**src/rtl/stlg_pkg.sv**
```systemverilog
// Purpose: shared constants for the sensor and lamp timing generator
// Assumes: APB slave, 32-bit data, byte addresses, one word per register
// Notes: pixel period is eight master clocks
package stlg_pkg;
    // register byte offsets
    localparam logic [7:0] OFF_CTRL = 8'h00;
    localparam logic [7:0] OFF_LINE_END = 8'h04;
    localparam logic [7:0] OFF_OB_END = 8'h08;
    localparam logic [7:0] OFF_PWM = 8'h0c;
    localparam logic [7:0] OFF_TR = 8'h10;
    localparam logic [7:0] OFF_PULSE = 8'h14;
    localparam logic [7:0] OFF_SAMPLE = 8'h18;
    localparam logic [7:0] OFF_LAMP_BASE = 8'h1c;
    localparam logic [7:0] OFF_LAMP_LAST = 8'h30;
    localparam logic [7:0] OFF_STATUS = 8'h34;
    // control fields
    localparam int CTRL_MODE_LO = 0;
    localparam int CTRL_TRIPLE = 2;
    localparam int CTRL_CDS = 3;
    localparam int CTRL_INVERT = 4;
    localparam int CTRL_SCAN_REQ = 5;
    localparam int CTRL_CIS_LO = 6;
    localparam int CTRL_STOP = 8;
    localparam int CTRL_STANDBY = 9;
    localparam int CTRL_TRB_EN = 10;
    localparam int CTRL_CHAN_LO = 12;
    localparam int CTRL_POS_LO = 16;
    // pulse and sample phase fields, three bits each; transfer guard field, eight bits
    localparam int PUL_RS_LO = 0;
    localparam int PUL_RS_HI = 4;
    localparam int PUL_XA_LO = 8;
    localparam int PUL_XA_HI = 12;
    localparam int PUL_XB_LO = 16;
    localparam int PUL_XB_HI = 20;
    localparam int SMP_REF = 0;
    localparam int SMP_SIG = 4;
    localparam int TR_GUARD_LO = 8;
    // reset values
    localparam logic [31:0] CTRL_RST = 32'h0000_0008;
    localparam logic [15:0] LINE_END_RST = 16'h00ff;
    localparam logic [15:0] OB_END_RST = 16'h0010;
    localparam logic [11:0] PWM_RST = 12'h800;
    localparam logic [15:0] TR_RST = 16'h0202;
    localparam logic [23:0] PULSE_RST = 24'h200_200 | 24'h010_010;
    localparam logic [7:0] SAMPLE_RST = 8'h51;
    localparam logic [15:0] LAMP_RST = 16'hffff;
    // timing
    localparam int MCLK_HZ = 20_000_000;
    localparam int ADC_DIV = 8;
    localparam logic [2:0] PHASE_LAST = 3'(ADC_DIV - 1);
    localparam logic [2:0] PHASE_HALF = 3'(ADC_DIV / 2);
    localparam logic [2:0] PHASE_CENTRE = 3'h6;
    localparam int PWM_W = 12;
    // illumination and sensor transfer modes
    localparam logic [1:0] ILLUM_OFF = 2'h0;
    localparam logic [1:0] ILLUM_WHITE = 2'h1;
    localparam logic [1:0] ILLUM_SEQ = 2'h2;
    localparam logic [1:0] ILLUM_ALL = 2'h3;
    localparam logic [1:0] CIS_NORMAL = 2'h0;
    localparam logic [1:0] CIS_EDGE = 2'h1;
    localparam logic [1:0] CIS_CENTRE = 2'h2;
    typedef enum logic [2:0] {
        COL_R = 3'b001,
        COL_G = 3'b010,
        COL_B = 3'b100
    } stlg_color_t;

    function automatic logic [1:0] col_idx(input stlg_color_t c);
        unique case (c)
            COL_R: col_idx = 2'h0;
            COL_G: col_idx = 2'h1;
            COL_B: col_idx = 2'h2;
            default: col_idx = 2'h0;
        endcase
    endfunction
endpackage

```
**src/rtl/stlg_timing.sv**
```systemverilog
// Purpose: line timing for a linear sensor and its lamps, APB programmed
// Assumes: pclk is the master clock; one pixel is eight clocks
// Notes: one wait state on every APB access; outputs are registered
`timescale 1ns/1ps
`default_nettype none
// Operation
// mode 0 lamps low, reset default
// mode 1 red, blue from points
// mode 1 green is PWM stream
// PWM counter wraps every 4096 clocks
// mode 2 lamps follow line colour
// lamp rises at its on point
// lamp falls at its off point
// mode 3 all lamps every line
// counters run unless in standby
// scan starts at line start, red in mode 2
// input polarity is configurable
// sample points independent, kept two apart; the code does not enforce any spacing
// no double sampling uses internal reference
// two extra programmable pixel pulses
// pixel pulses cleared at line end
// clamp cleared at black region end
// both transfer pulses same width
// zero guard: transfer and shift clock together
// CIS mode 1 pulse at shift rise
// CIS mode 2 pulse centred on shift
// three channel: RGB per line, coefficients
// three channel transfer position 1 or 2
// colour counter R, G, B at line start
module stlg_timing #(
    parameter int PW = 16
) (
    // clock and reset
    input wire logic pclk,
    input wire logic presetn,
    // apb slave
    input wire logic psel,
    input wire logic penable,
    input wire logic pwrite,
    input wire logic [7:0] paddr,
    input wire logic [31:0] pwdata,
    output logic [31:0] prdata,
    output logic pready,
    output logic pslverr,
    // lamps
    output logic lamp_r,
    output logic lamp_g,
    output logic lamp_b,
    // sensor clocks
    output logic transfer_gate_pulse_a,
    output logic transfer_gate_pulse_b,
    output logic shift_clk,
    output logic reset_gate_pulse,
    output logic extra_pixel_pulse_a,
    output logic extra_pixel_pulse_b,
    // analog front end
    output logic clamp,
    output logic sample_ref,
    output logic sample_sig,
    output logic ref_internal,
    output logic input_invert,
    output logic [1:0] adc_chan,
    output logic [1:0] coef_color,
    // state
    output logic scanning
);
    logic [31:0] ctrl_reg;
    logic [PW-1:0] line_end_reg, ob_end_reg, pix_reg;
    logic [11:0] pwm_reg;
    logic [15:0] tr_reg;
    logic [23:0] pulse_reg;
    logic [7:0] sample_reg;
    logic [PW-1:0] lamp_pt_reg [0:5];
    logic [2:0] phase_reg;
    logic [3:0] tr_dly_reg;
    logic pending_reg;
    stlg_pkg::stlg_color_t color_reg;
    logic [1:0] mode, cis, cidx;
    logic run, pix_end, line_last, line_start, acc, wr, setup;
    logic pwm_out, tr_base, tr_sel, phi_hold;
    logic [2:0] lit;
    logic [PW+2:0] clk_pos, tr_end, hdr_end;
    logic [31:0] rdata;

    initial begin
        if (PW < 8 || PW > 16) $error("stlg_timing pixel width out of range");
    end

    function automatic logic in_win(input logic [2:0] ph, input logic [2:0] s,
                                    input logic [2:0] e);
        in_win = (ph >= s) && (ph < e);
    endfunction

    function automatic logic mapped(input logic [7:0] a);
        mapped = (a[1:0] == 2'h0) && (a <= stlg_pkg::OFF_STATUS);
    endfunction

    // apb: first access cycle loads read data, second completes
    assign setup = psel && penable && !pready;
    assign acc = psel && penable && pready;
    assign wr = acc && pwrite && mapped(paddr) && !pslverr;
    assign mode = ctrl_reg[stlg_pkg::CTRL_MODE_LO +: 2];
    assign cis = ctrl_reg[stlg_pkg::CTRL_CIS_LO +: 2];
    assign run = !ctrl_reg[stlg_pkg::CTRL_STANDBY];
    assign cidx = stlg_pkg::col_idx(color_reg);

    always_comb begin
        rdata = 32'h0;
        unique case (paddr)
            stlg_pkg::OFF_CTRL: rdata = ctrl_reg;
            stlg_pkg::OFF_LINE_END: rdata = 32'(line_end_reg);
            stlg_pkg::OFF_OB_END: rdata = 32'(ob_end_reg);
            stlg_pkg::OFF_PWM: rdata = 32'(pwm_reg);
            stlg_pkg::OFF_TR: rdata = 32'(tr_reg);
            stlg_pkg::OFF_PULSE: rdata = 32'(pulse_reg);
            stlg_pkg::OFF_SAMPLE: rdata = 32'(sample_reg);
            stlg_pkg::OFF_STATUS: rdata = {12'h0, pending_reg, scanning, cidx, 16'(pix_reg)};
            default: begin
                if (mapped(paddr) && paddr >= stlg_pkg::OFF_LAMP_BASE)
                    rdata = 32'(lamp_pt_reg[3'((paddr - stlg_pkg::OFF_LAMP_BASE) >> 2)]);
            end
        endcase
    end

    always_ff @(posedge pclk or negedge presetn) begin
        if (!presetn) begin
            pready <= 1'b0;
            pslverr <= 1'b0;
            prdata <= 32'h0;
        end else begin
            pready <= setup;
            pslverr <= setup && !mapped(paddr);
            if (setup) prdata <= rdata;
        end
    end

    // configuration writes; the status word is read only
    always_ff @(posedge pclk or negedge presetn) begin
        if (!presetn) begin
            ctrl_reg <= stlg_pkg::CTRL_RST;
            line_end_reg <= PW'(stlg_pkg::LINE_END_RST);
            ob_end_reg <= PW'(stlg_pkg::OB_END_RST);
            pwm_reg <= stlg_pkg::PWM_RST;
            tr_reg <= stlg_pkg::TR_RST;
            pulse_reg <= stlg_pkg::PULSE_RST;
            sample_reg <= stlg_pkg::SAMPLE_RST;
            for (int i = 0; i < 6; i++) lamp_pt_reg[i] <= PW'(stlg_pkg::LAMP_RST);
        end else if (wr) begin
            unique case (paddr)
                stlg_pkg::OFF_CTRL: ctrl_reg <= pwdata & 32'h0007_3edf;
                stlg_pkg::OFF_LINE_END: line_end_reg <= pwdata[PW-1:0];
                stlg_pkg::OFF_OB_END: ob_end_reg <= pwdata[PW-1:0];
                stlg_pkg::OFF_PWM: pwm_reg <= pwdata[11:0];
                stlg_pkg::OFF_TR: tr_reg <= pwdata[15:0];
                stlg_pkg::OFF_PULSE: pulse_reg <= pwdata[23:0];
                stlg_pkg::OFF_SAMPLE: sample_reg <= pwdata[7:0];
                stlg_pkg::OFF_STATUS: ;
                default: lamp_pt_reg[3'((paddr - stlg_pkg::OFF_LAMP_BASE) >> 2)] <= pwdata[PW-1:0];
            endcase
        end
    end

    // free-running pixel position; standby is the only thing that stops it
    assign pix_end = run && (phase_reg == stlg_pkg::PHASE_LAST);
    assign line_last = (pix_reg == line_end_reg);
    assign line_start = pix_end && line_last;

    always_ff @(posedge pclk or negedge presetn) begin
        if (!presetn) begin
            phase_reg <= 3'h0;
            pix_reg <= '0;
        end else if (run) begin
            phase_reg <= phase_reg + 3'h1;
            if (pix_end) pix_reg <= line_last ? '0 : pix_reg + 1'b1;
        end
    end

    // line colour, in step with the transfer pulse
    always_ff @(posedge pclk or negedge presetn) begin
        if (!presetn) color_reg <= stlg_pkg::COL_R;
        else if (line_start) begin
            unique case (color_reg)
                stlg_pkg::COL_R: color_reg <= stlg_pkg::COL_G;
                stlg_pkg::COL_G: color_reg <= stlg_pkg::COL_B;
                stlg_pkg::COL_B: color_reg <= stlg_pkg::COL_R;
                default: color_reg <= stlg_pkg::COL_R;
            endcase
        end
    end

    // a request waits for a line boundary; a new request wins over clearing the pending flag, and the start wins over a stop
    always_ff @(posedge pclk or negedge presetn) begin
        if (!presetn) begin
            pending_reg <= 1'b0;
            scanning <= 1'b0;
        end else begin
            if (wr && paddr == stlg_pkg::OFF_CTRL && pwdata[stlg_pkg::CTRL_SCAN_REQ])
                pending_reg <= 1'b1;
            else if (pending_reg && line_start &&
                     (mode != stlg_pkg::ILLUM_SEQ || color_reg == stlg_pkg::COL_B))
                pending_reg <= 1'b0;
            if (pending_reg && line_start &&
                (mode != stlg_pkg::ILLUM_SEQ || color_reg == stlg_pkg::COL_B))
                scanning <= 1'b1;
            else if (wr && paddr == stlg_pkg::OFF_CTRL && pwdata[stlg_pkg::CTRL_STOP])
                scanning <= 1'b0;
        end
    end

    // lamp points and brightness stream
    stlg_pwm #(.W(stlg_pkg::PWM_W)) u_pwm (
        .clk(pclk),
        .rst_n(presetn),
        .duty(pwm_reg),
        .pwm_out(pwm_out)
    );

    for (genvar g = 0; g < 3; g++) begin : g_lamp
        stlg_lamp_cmp #(.PW(PW)) u_cmp (
            .clk(pclk),
            .rst_n(presetn),
            .tick(run && phase_reg == 3'h0),
            .pix(pix_reg),
            .on_pt(lamp_pt_reg[2*g]),
            .off_pt(lamp_pt_reg[2*g+1]),
            .lit(lit[g])
        );
    end

    always_ff @(posedge pclk or negedge presetn) begin
        if (!presetn) begin
            lamp_r <= 1'b0;
            lamp_g <= 1'b0;
            lamp_b <= 1'b0;
        end else begin
            unique case (mode)
                stlg_pkg::ILLUM_OFF: {lamp_b, lamp_g, lamp_r} <= 3'h0;
                stlg_pkg::ILLUM_WHITE: {lamp_b, lamp_g, lamp_r} <= {lit[2], pwm_out, lit[0]};
                stlg_pkg::ILLUM_SEQ: {lamp_b, lamp_g, lamp_r} <= lit & color_reg;
                stlg_pkg::ILLUM_ALL: {lamp_b, lamp_g, lamp_r} <= lit;
            endcase
            if (!run) {lamp_b, lamp_g, lamp_r} <= 3'h0;
        end
    end

    // transfer pulse: width ends mid-pixel so a zero guard lines up with the shift clock
    assign clk_pos = {pix_reg, phase_reg};
    assign tr_end = (PW+3)'({tr_reg[7:0], 3'h0}) - (PW+3)'(stlg_pkg::PHASE_HALF);
    assign hdr_end = tr_end + (PW+3)'({tr_reg[15:8], 3'h0});

    always_comb begin
        tr_base = 1'b0;
        phi_hold = 1'b0;
        unique case (cis)
            stlg_pkg::CIS_EDGE: tr_base = (pix_reg == '0);
            stlg_pkg::CIS_CENTRE:
                tr_base = (line_last && phase_reg >= stlg_pkg::PHASE_CENTRE) ||
                          (pix_reg == '0 && phase_reg < stlg_pkg::PHASE_CENTRE);
            default: begin
                tr_base = (tr_reg[7:0] != 8'h0) && (clk_pos < tr_end);
                phi_hold = (tr_reg[7:0] != 8'h0) && (clk_pos < hdr_end);
            end
        endcase
    end

    // position 2 delays the pulse half a pixel, into the shift clock low time
    assign tr_sel = (ctrl_reg[stlg_pkg::CTRL_TRIPLE] && ctrl_reg[stlg_pkg::CTRL_POS_LO + cidx])
                    ? tr_dly_reg[3] : tr_base;

    always_ff @(posedge pclk or negedge presetn) begin
        if (!presetn) begin
            tr_dly_reg <= 4'h0;
            transfer_gate_pulse_a <= 1'b0;
            transfer_gate_pulse_b <= 1'b0;
            shift_clk <= 1'b0;
        end else begin
            tr_dly_reg <= {tr_dly_reg[2:0], tr_base};
            transfer_gate_pulse_a <= run && tr_sel;
            transfer_gate_pulse_b <= run && tr_sel && ctrl_reg[stlg_pkg::CTRL_TRB_EN];
            shift_clk <= run && (phi_hold || phase_reg < stlg_pkg::PHASE_HALF);
        end
    end

    // pixel-rate pulses, clamp and sample strobes
    always_ff @(posedge pclk or negedge presetn) begin
        if (!presetn) begin
            reset_gate_pulse <= 1'b0;
            extra_pixel_pulse_a <= 1'b0;
            extra_pixel_pulse_b <= 1'b0;
            clamp <= 1'b0;
            sample_ref <= 1'b0;
            sample_sig <= 1'b0;
        end else begin
            reset_gate_pulse <= run && !line_last && in_win(phase_reg,
                pulse_reg[stlg_pkg::PUL_RS_LO +: 3], pulse_reg[stlg_pkg::PUL_RS_HI +: 3]);
            extra_pixel_pulse_a <= run && !line_last && in_win(phase_reg,
                pulse_reg[stlg_pkg::PUL_XA_LO +: 3], pulse_reg[stlg_pkg::PUL_XA_HI +: 3]);
            extra_pixel_pulse_b <= run && !line_last && in_win(phase_reg,
                pulse_reg[stlg_pkg::PUL_XB_LO +: 3], pulse_reg[stlg_pkg::PUL_XB_HI +: 3]);
            if (line_start) clamp <= 1'b1;
            else if (pix_reg == ob_end_reg) clamp <= 1'b0;
            sample_ref <= run && ctrl_reg[stlg_pkg::CTRL_CDS] &&
                          phase_reg == sample_reg[stlg_pkg::SMP_REF +: 3];
            sample_sig <= run && phase_reg == sample_reg[stlg_pkg::SMP_SIG +: 3];
        end
    end

    // front end steering; in three channel mode the colour picks channel and coefficients
    always_ff @(posedge pclk or negedge presetn) begin
        if (!presetn) begin
            ref_internal <= 1'b0;
            input_invert <= 1'b0;
            adc_chan <= 2'h0;
            coef_color <= 2'h0;
        end else begin
            ref_internal <= !ctrl_reg[stlg_pkg::CTRL_CDS];
            input_invert <= ctrl_reg[stlg_pkg::CTRL_INVERT];
            adc_chan <= ctrl_reg[stlg_pkg::CTRL_TRIPLE] ? cidx :
                        ctrl_reg[stlg_pkg::CTRL_CHAN_LO +: 2];
            coef_color <= ctrl_reg[stlg_pkg::CTRL_TRIPLE] ? cidx :
                          ctrl_reg[stlg_pkg::CTRL_CHAN_LO +: 2];
        end
    end
endmodule
`default_nettype wire

```
**src/rtl/stlg_pwm.sv**
```systemverilog
// Purpose: lamp brightness pulse stream
// Assumes: counter runs on every master clock
// Notes: duty is setting over two to the width
`timescale 1ns/1ps
`default_nettype none
module stlg_pwm #(
    parameter int W = stlg_pkg::PWM_W
) (
    // clock and reset
    input wire logic clk,
    input wire logic rst_n,
    // duty setting and stream
    input wire logic [W-1:0] duty,
    output logic pwm_out
);
    logic [W-1:0] cnt_reg;

    initial begin
        if (W < 2 || W > 16) $error("stlg_pwm width out of range");
    end

    // natural wrap gives a period of two to the width
    always_ff @(posedge clk or negedge rst_n) begin
        if (!rst_n) cnt_reg <= '0;
        else cnt_reg <= cnt_reg + 1'b1;
    end

    always_ff @(posedge clk or negedge rst_n) begin
        if (!rst_n) pwm_out <= 1'b0;
        else pwm_out <= (cnt_reg < duty);
    end
endmodule
`default_nettype wire

```
**src/rtl/stlg_lamp_cmp.sv**
```systemverilog
// Purpose: one lamp on/off point comparator
// Assumes: pixel counter never passes line end
// Notes: off wins when both points match
`timescale 1ns/1ps
`default_nettype none
module stlg_lamp_cmp #(
    parameter int PW = 16
) (
    // clock and reset
    input wire logic clk,
    input wire logic rst_n,
    // pixel position
    input wire logic tick,
    input wire logic [PW-1:0] pix,
    // programmed points
    input wire logic [PW-1:0] on_pt,
    input wire logic [PW-1:0] off_pt,
    // lamp state
    output logic lit
);
    // points beyond line end are never met, so the lamp stays as it is
    always_ff @(posedge clk or negedge rst_n) begin
        if (!rst_n) lit <= 1'b0;
        else if (tick && pix == off_pt) lit <= 1'b0;
        else if (tick && pix == on_pt) lit <= 1'b1;
    end
endmodule
`default_nettype wire

```
**config.mk**
```make
export PLATFORM = sky130hd
export DESIGN_NAME = stlg_timing
export DESIGN_NICKNAME = d
export VERILOG_FILES = /design/src/rtl/stlg_pkg.sv /design/src/rtl/stlg_timing.sv /design/src/rtl/stlg_pwm.sv /design/src/rtl/stlg_lamp_cmp.sv
export SDC_FILE = /design/constraint.sdc
export NUM_CORES = 1
export LEC_CHECK = 0
export BUFFER_PORTS_ARGS = -buffer_cell sky130_fd_sc_hd__buf_2
export CORE_UTILIZATION = 25
export CTS_BUF_LIST = sky130_fd_sc_hd__clkbuf_8
export CTS_CLUSTER_DIAMETER = 80
export CTS_CLUSTER_SIZE = 25
export DETAILED_ROUTE_END_ITERATION = 16
export PLACE_DENSITY = 0.46
export SETUP_SLACK_MARGIN = 0.02
export SYNTH_ARGS = -nofsm -noshare
export SYNTH_HDL_FRONTEND = slang
export SYNTH_SLANG_ARGS = --single-unit
```
**constraint.sdc**
```tcl
create_clock -name pclk -period 5.68 [get_ports pclk]
set_input_delay 0.284 -clock pclk [delete_from_list [all_inputs] [get_ports pclk]]
set_output_delay 0.284 -clock pclk [all_outputs]
set_load 0.05 [all_outputs]
```
==> impl_metrics.py <==
metrics = {
    "layout": {
        "fin_area_um2": 18600,
        "fin_util": 0.284,
        "drive_gt1_frac": 0.286,
        "syn_to_final_growth_pct": 12.2,
        "largest_reg_flops": 96,
        "fin_nets": 1744,
    },
    "worst_setup_path": {
        "cp_data_arrival_time_ns": 4.26,
        "path_class": "register to register",
        "critPathSlowestCell": "dfrtp_1",
        "end_kind": "register",
        "cp_max_fo": 8,
        "cp_top_family": "compound AO/OA/AOI/OAI gates",
        "path_cells": "inv_1, ha_1, nor3b_1, and3_1, inv_1, ha_1, a41oi_1, o21ai_0, o31ai_1, a21oi_1, a2111o_1, a21boi_0",
        "startpoint_type": "register",
        "path_buf_inv": 2,
        "critPathRequiredTime_ns": 6.24,
        "slowest_delay_ns": 0.50,
    },
    "global_route": {
        "antenna_found_initial": 2,
        "grt_pass1_wl_um": 85400,
        "grt_use_total": 0.170,
        "grt_max_degree": 114,
        "grt_use_met1": 0.236,
        "grt_use_met2": 0.281,
        "overflow": 0,
        "grtUsageMet3": 0.0188,
        "grt_busiest_layer": "met2",
        "grt_pass1_vias": 12400,
    },
    "synthesis": {
        "ys_seq_area_frac": 0.444,
        "synthSimpleGateAreaFrac": 0.111,
        "synth_compound_area_frac": 0.114,
        "synth_area_um2": 16600,
        "synthCells": 1571,
        "syn-mean-instance-area_um2": 10.6,
        "ys.flop_type": "dfrtp_1",
        "synthTopCellsByArea": "dfrtp_1, dfstp_2, mux2_2, xnor2_1, ha_1",
        "synth_xor_area_frac": 0.0911,
        "synth_edf_count": 0,
        "yosysTopAreaCell": "dfrtp_1",
        "yosysWarnings": 0,
        "synth_adder_area_share": 0.0569,
        "synth-seq-cells": 289,
        "yosys-mux-area-fraction": 0.142,
        "async_flop_share": 1.00,
        "synth_top_family_by_area": "multiplexers",
        "ys_types": 69,
        "synth_top_cell_area_share": 0.259,
    },
    "placement": {
        "pre_cts_ws_ns": 1.92,
        "hpwl_um": 40800,
        "portBuffers": 81,
        "place.gp.congestion": 0.873,
        "placed_area_um2": 18000,
    },
    "power_and_ir_drop": {
        "ir_drop_mv": 0.131,
        "p_leak_nw": 8.15,
        "p_per_area_nw_per_um2": 230,
    },
    "cts": {
        "htreeDepth": 1,
        "cts_resized": 0,
        "clk_pin_slew_ns": 0.14,
        "clock_path_buffers": 3,
        "numCtsBuffers": 23,
        "clkLatencyLatePin_ns": 0.64,
        "cts_root_buffer": "clkbuf_8",
        "cts_sinks": 289,
        "cts_tree": "yes",
    },
    "hold_path": {
        "min_path_type": "primary input to register",
    },
    "sta": {
        "setup_viol": 0,
        "tns_ns": 0,
        "slew_violations": 0,
        "min_period_ns": 3.70,
        "tightest_slew_ns": 1.04,
        "slew-limit-headroom": 0.305,
        "fin_ws_ns": 1.98,
        "fmax_mhz": 270,
        "fin_worst_skew_ns": 0.0407,
        "period_share": 0.652,
        "hold_ws_ns": 0.0327,
        "finalHoldViolations": 0,
        "rsz0062_at_grt": "no",
    },
    "floorplan": {
        "coreArea_um2": 65700,
        "fp.dieH_um": 260,
        "row_count": 94,
        "ios": 98,
        "initial_core_util": 0.253,
        "die_area_um2": 67500,
        "die_w_um": 260,
    },
    "routing": {
        "drt-pass1-iter-count": 8,
        "totalWireLength_um": 57900,
        "drt_iter0_markers": 910,
        "wire_per_inst_um": 23.1,
        "ant_nets": 0,
        "route.vias.total": 12400,
        "remaining_drc_errors": 0,
        "vias_per_cell": 4.94,
    },
    "run_status": {
        "status": "finished, final reports clean",
    },
    "job": {
        "drv_cap": 0,
    },
}
worst register-to-register path, stage by stage, from the launching register on:
cell,delay (ns)
dfrtp_1,0.50
inv_1,0.18
ha_1,0.21
nor3b_1,0.38
and3_1,0.39
inv_1,0.22
ha_1,0.36
a41oi_1,0.22
o21ai_0,0.17
o31ai_1,0.26
a21oi_1,0.13
a2111o_1,0.44
a21boi_0,0.16
layout make-up:
class / instances / area [µm²]
clock inverter: 17 / 223
fill: 6871 / 47100
tap: 864 / 1080
sequential: 289 / 7380
antenna: 2 / 5.00
inverter: 54 / 203
multi-input combinational: 1127 / 8620
clock buffer: 24 / 330
timing repair buffer: 129 / 811
logic make-up after synthesis:
family / count (synthesis)
simple gates: 359
compound gates: 301
flops: 289
mux: 212
xor+xnor: 172
buf+inv: 162
fa+ha+maj: 75
other cells: 1
path summary, 6_finish.rpt:
check                      depth (start not counted)  slack (ns)           from               endpoint
setup / recovery                                  12        1.98      tr_reg[0]  transfer_gate_pulse_b
hold reg to reg                                    0        0.37  tr_dly_reg[2]          tr_dly_reg[3]
max in group asynchronous                          3        3.93        presetn            pix_reg[11]
hold / removal                                     3        0.03      pwdata[4]           pulse_reg[4]
min in group asynchronous                          2        0.25        presetn              shift_clk
setup reg to reg                                  12        1.98      tr_reg[0]  transfer_gate_pulse_b
through the flow:
step	total power, mW	std cells
finish	4.29	2506
global route	4.47	2505
CTS	4.34	2504
detailed placement	2.92	2454
global placement	2.91	2454
floorplan	2.64	1578
cells in the mapped netlist, types with 12 or more instances:
cell / count
o211ai_1: 17
mux2i_1: 27
xor2_1: 46
buf_1: 25
nand2_1: 105
mux2_2: 174
nand2b_1: 12
dfrtp_1: 172
buf_2: 14
ha_1: 74
dfstp_2: 117
o21ai_0: 94
nand4_1: 28
clkbuf_1: 55
nor2_1: 69
a22oi_1: 16
nor3b_1: 14
nor3_1: 26
a21o_1: 12
a21oi_1: 65
o22ai_1: 25
xnor2_1: 125
nand3_1: 33
buf_4: 13
nor2b_1: 16
inv_1: 54
nor4_1: 12
layer usage:
metal | vias up | part of all wire
met3 | 64 | 0.046
met2 | 330 | 0.48
met5 | - | 0.00021
li1 | 5674 | -
met1 | 6299 | 0.45
met4 | 2 | 0.023
where the power goes:
part | internal (mW) | switching [mW] | total (mW)
Clock | 0.513 | 0.898 | 1.41
Combinational | 0.194 | 0.467 | 0.661
Sequential | 2.13 | 0.0950 | 2.22
repair_timing:
action | 4_1_cts | 5_1_grt
hold endpoints to repair | 108 | 0
hold buffers | 9 | 0
setup buffers | 0 | 0
cell usage in the layout, fill, tap and decap left out, drive strengths merged, types with 10 or more instances in the layout:
| cell | count |
|---|---|
| a22oi | 16 |
| mux2 | 184 |
| nand3 | 33 |
| nand4 | 28 |
| nor3b | 14 |
| inv | 65 |
| nor2b | 16 |
| nand2 | 106 |
| o211ai | 17 |
| clkbuf | 24 |
| xnor2 | 126 |
| nor4 | 12 |
| buf | 120 |
| o21ai | 94 |
| dfrtp | 172 |
| mux2i | 27 |
| a21oi | 65 |
| a21o | 12 |
| ha | 74 |
| nor3 | 32 |
| nand2b | 12 |
| dfstp | 117 |
| o22ai | 25 |
| xor2 | 46 |
| nor2 | 72 |
| a222oi | 10 |
No activity file was read; power rests on OpenSTA's default activity.
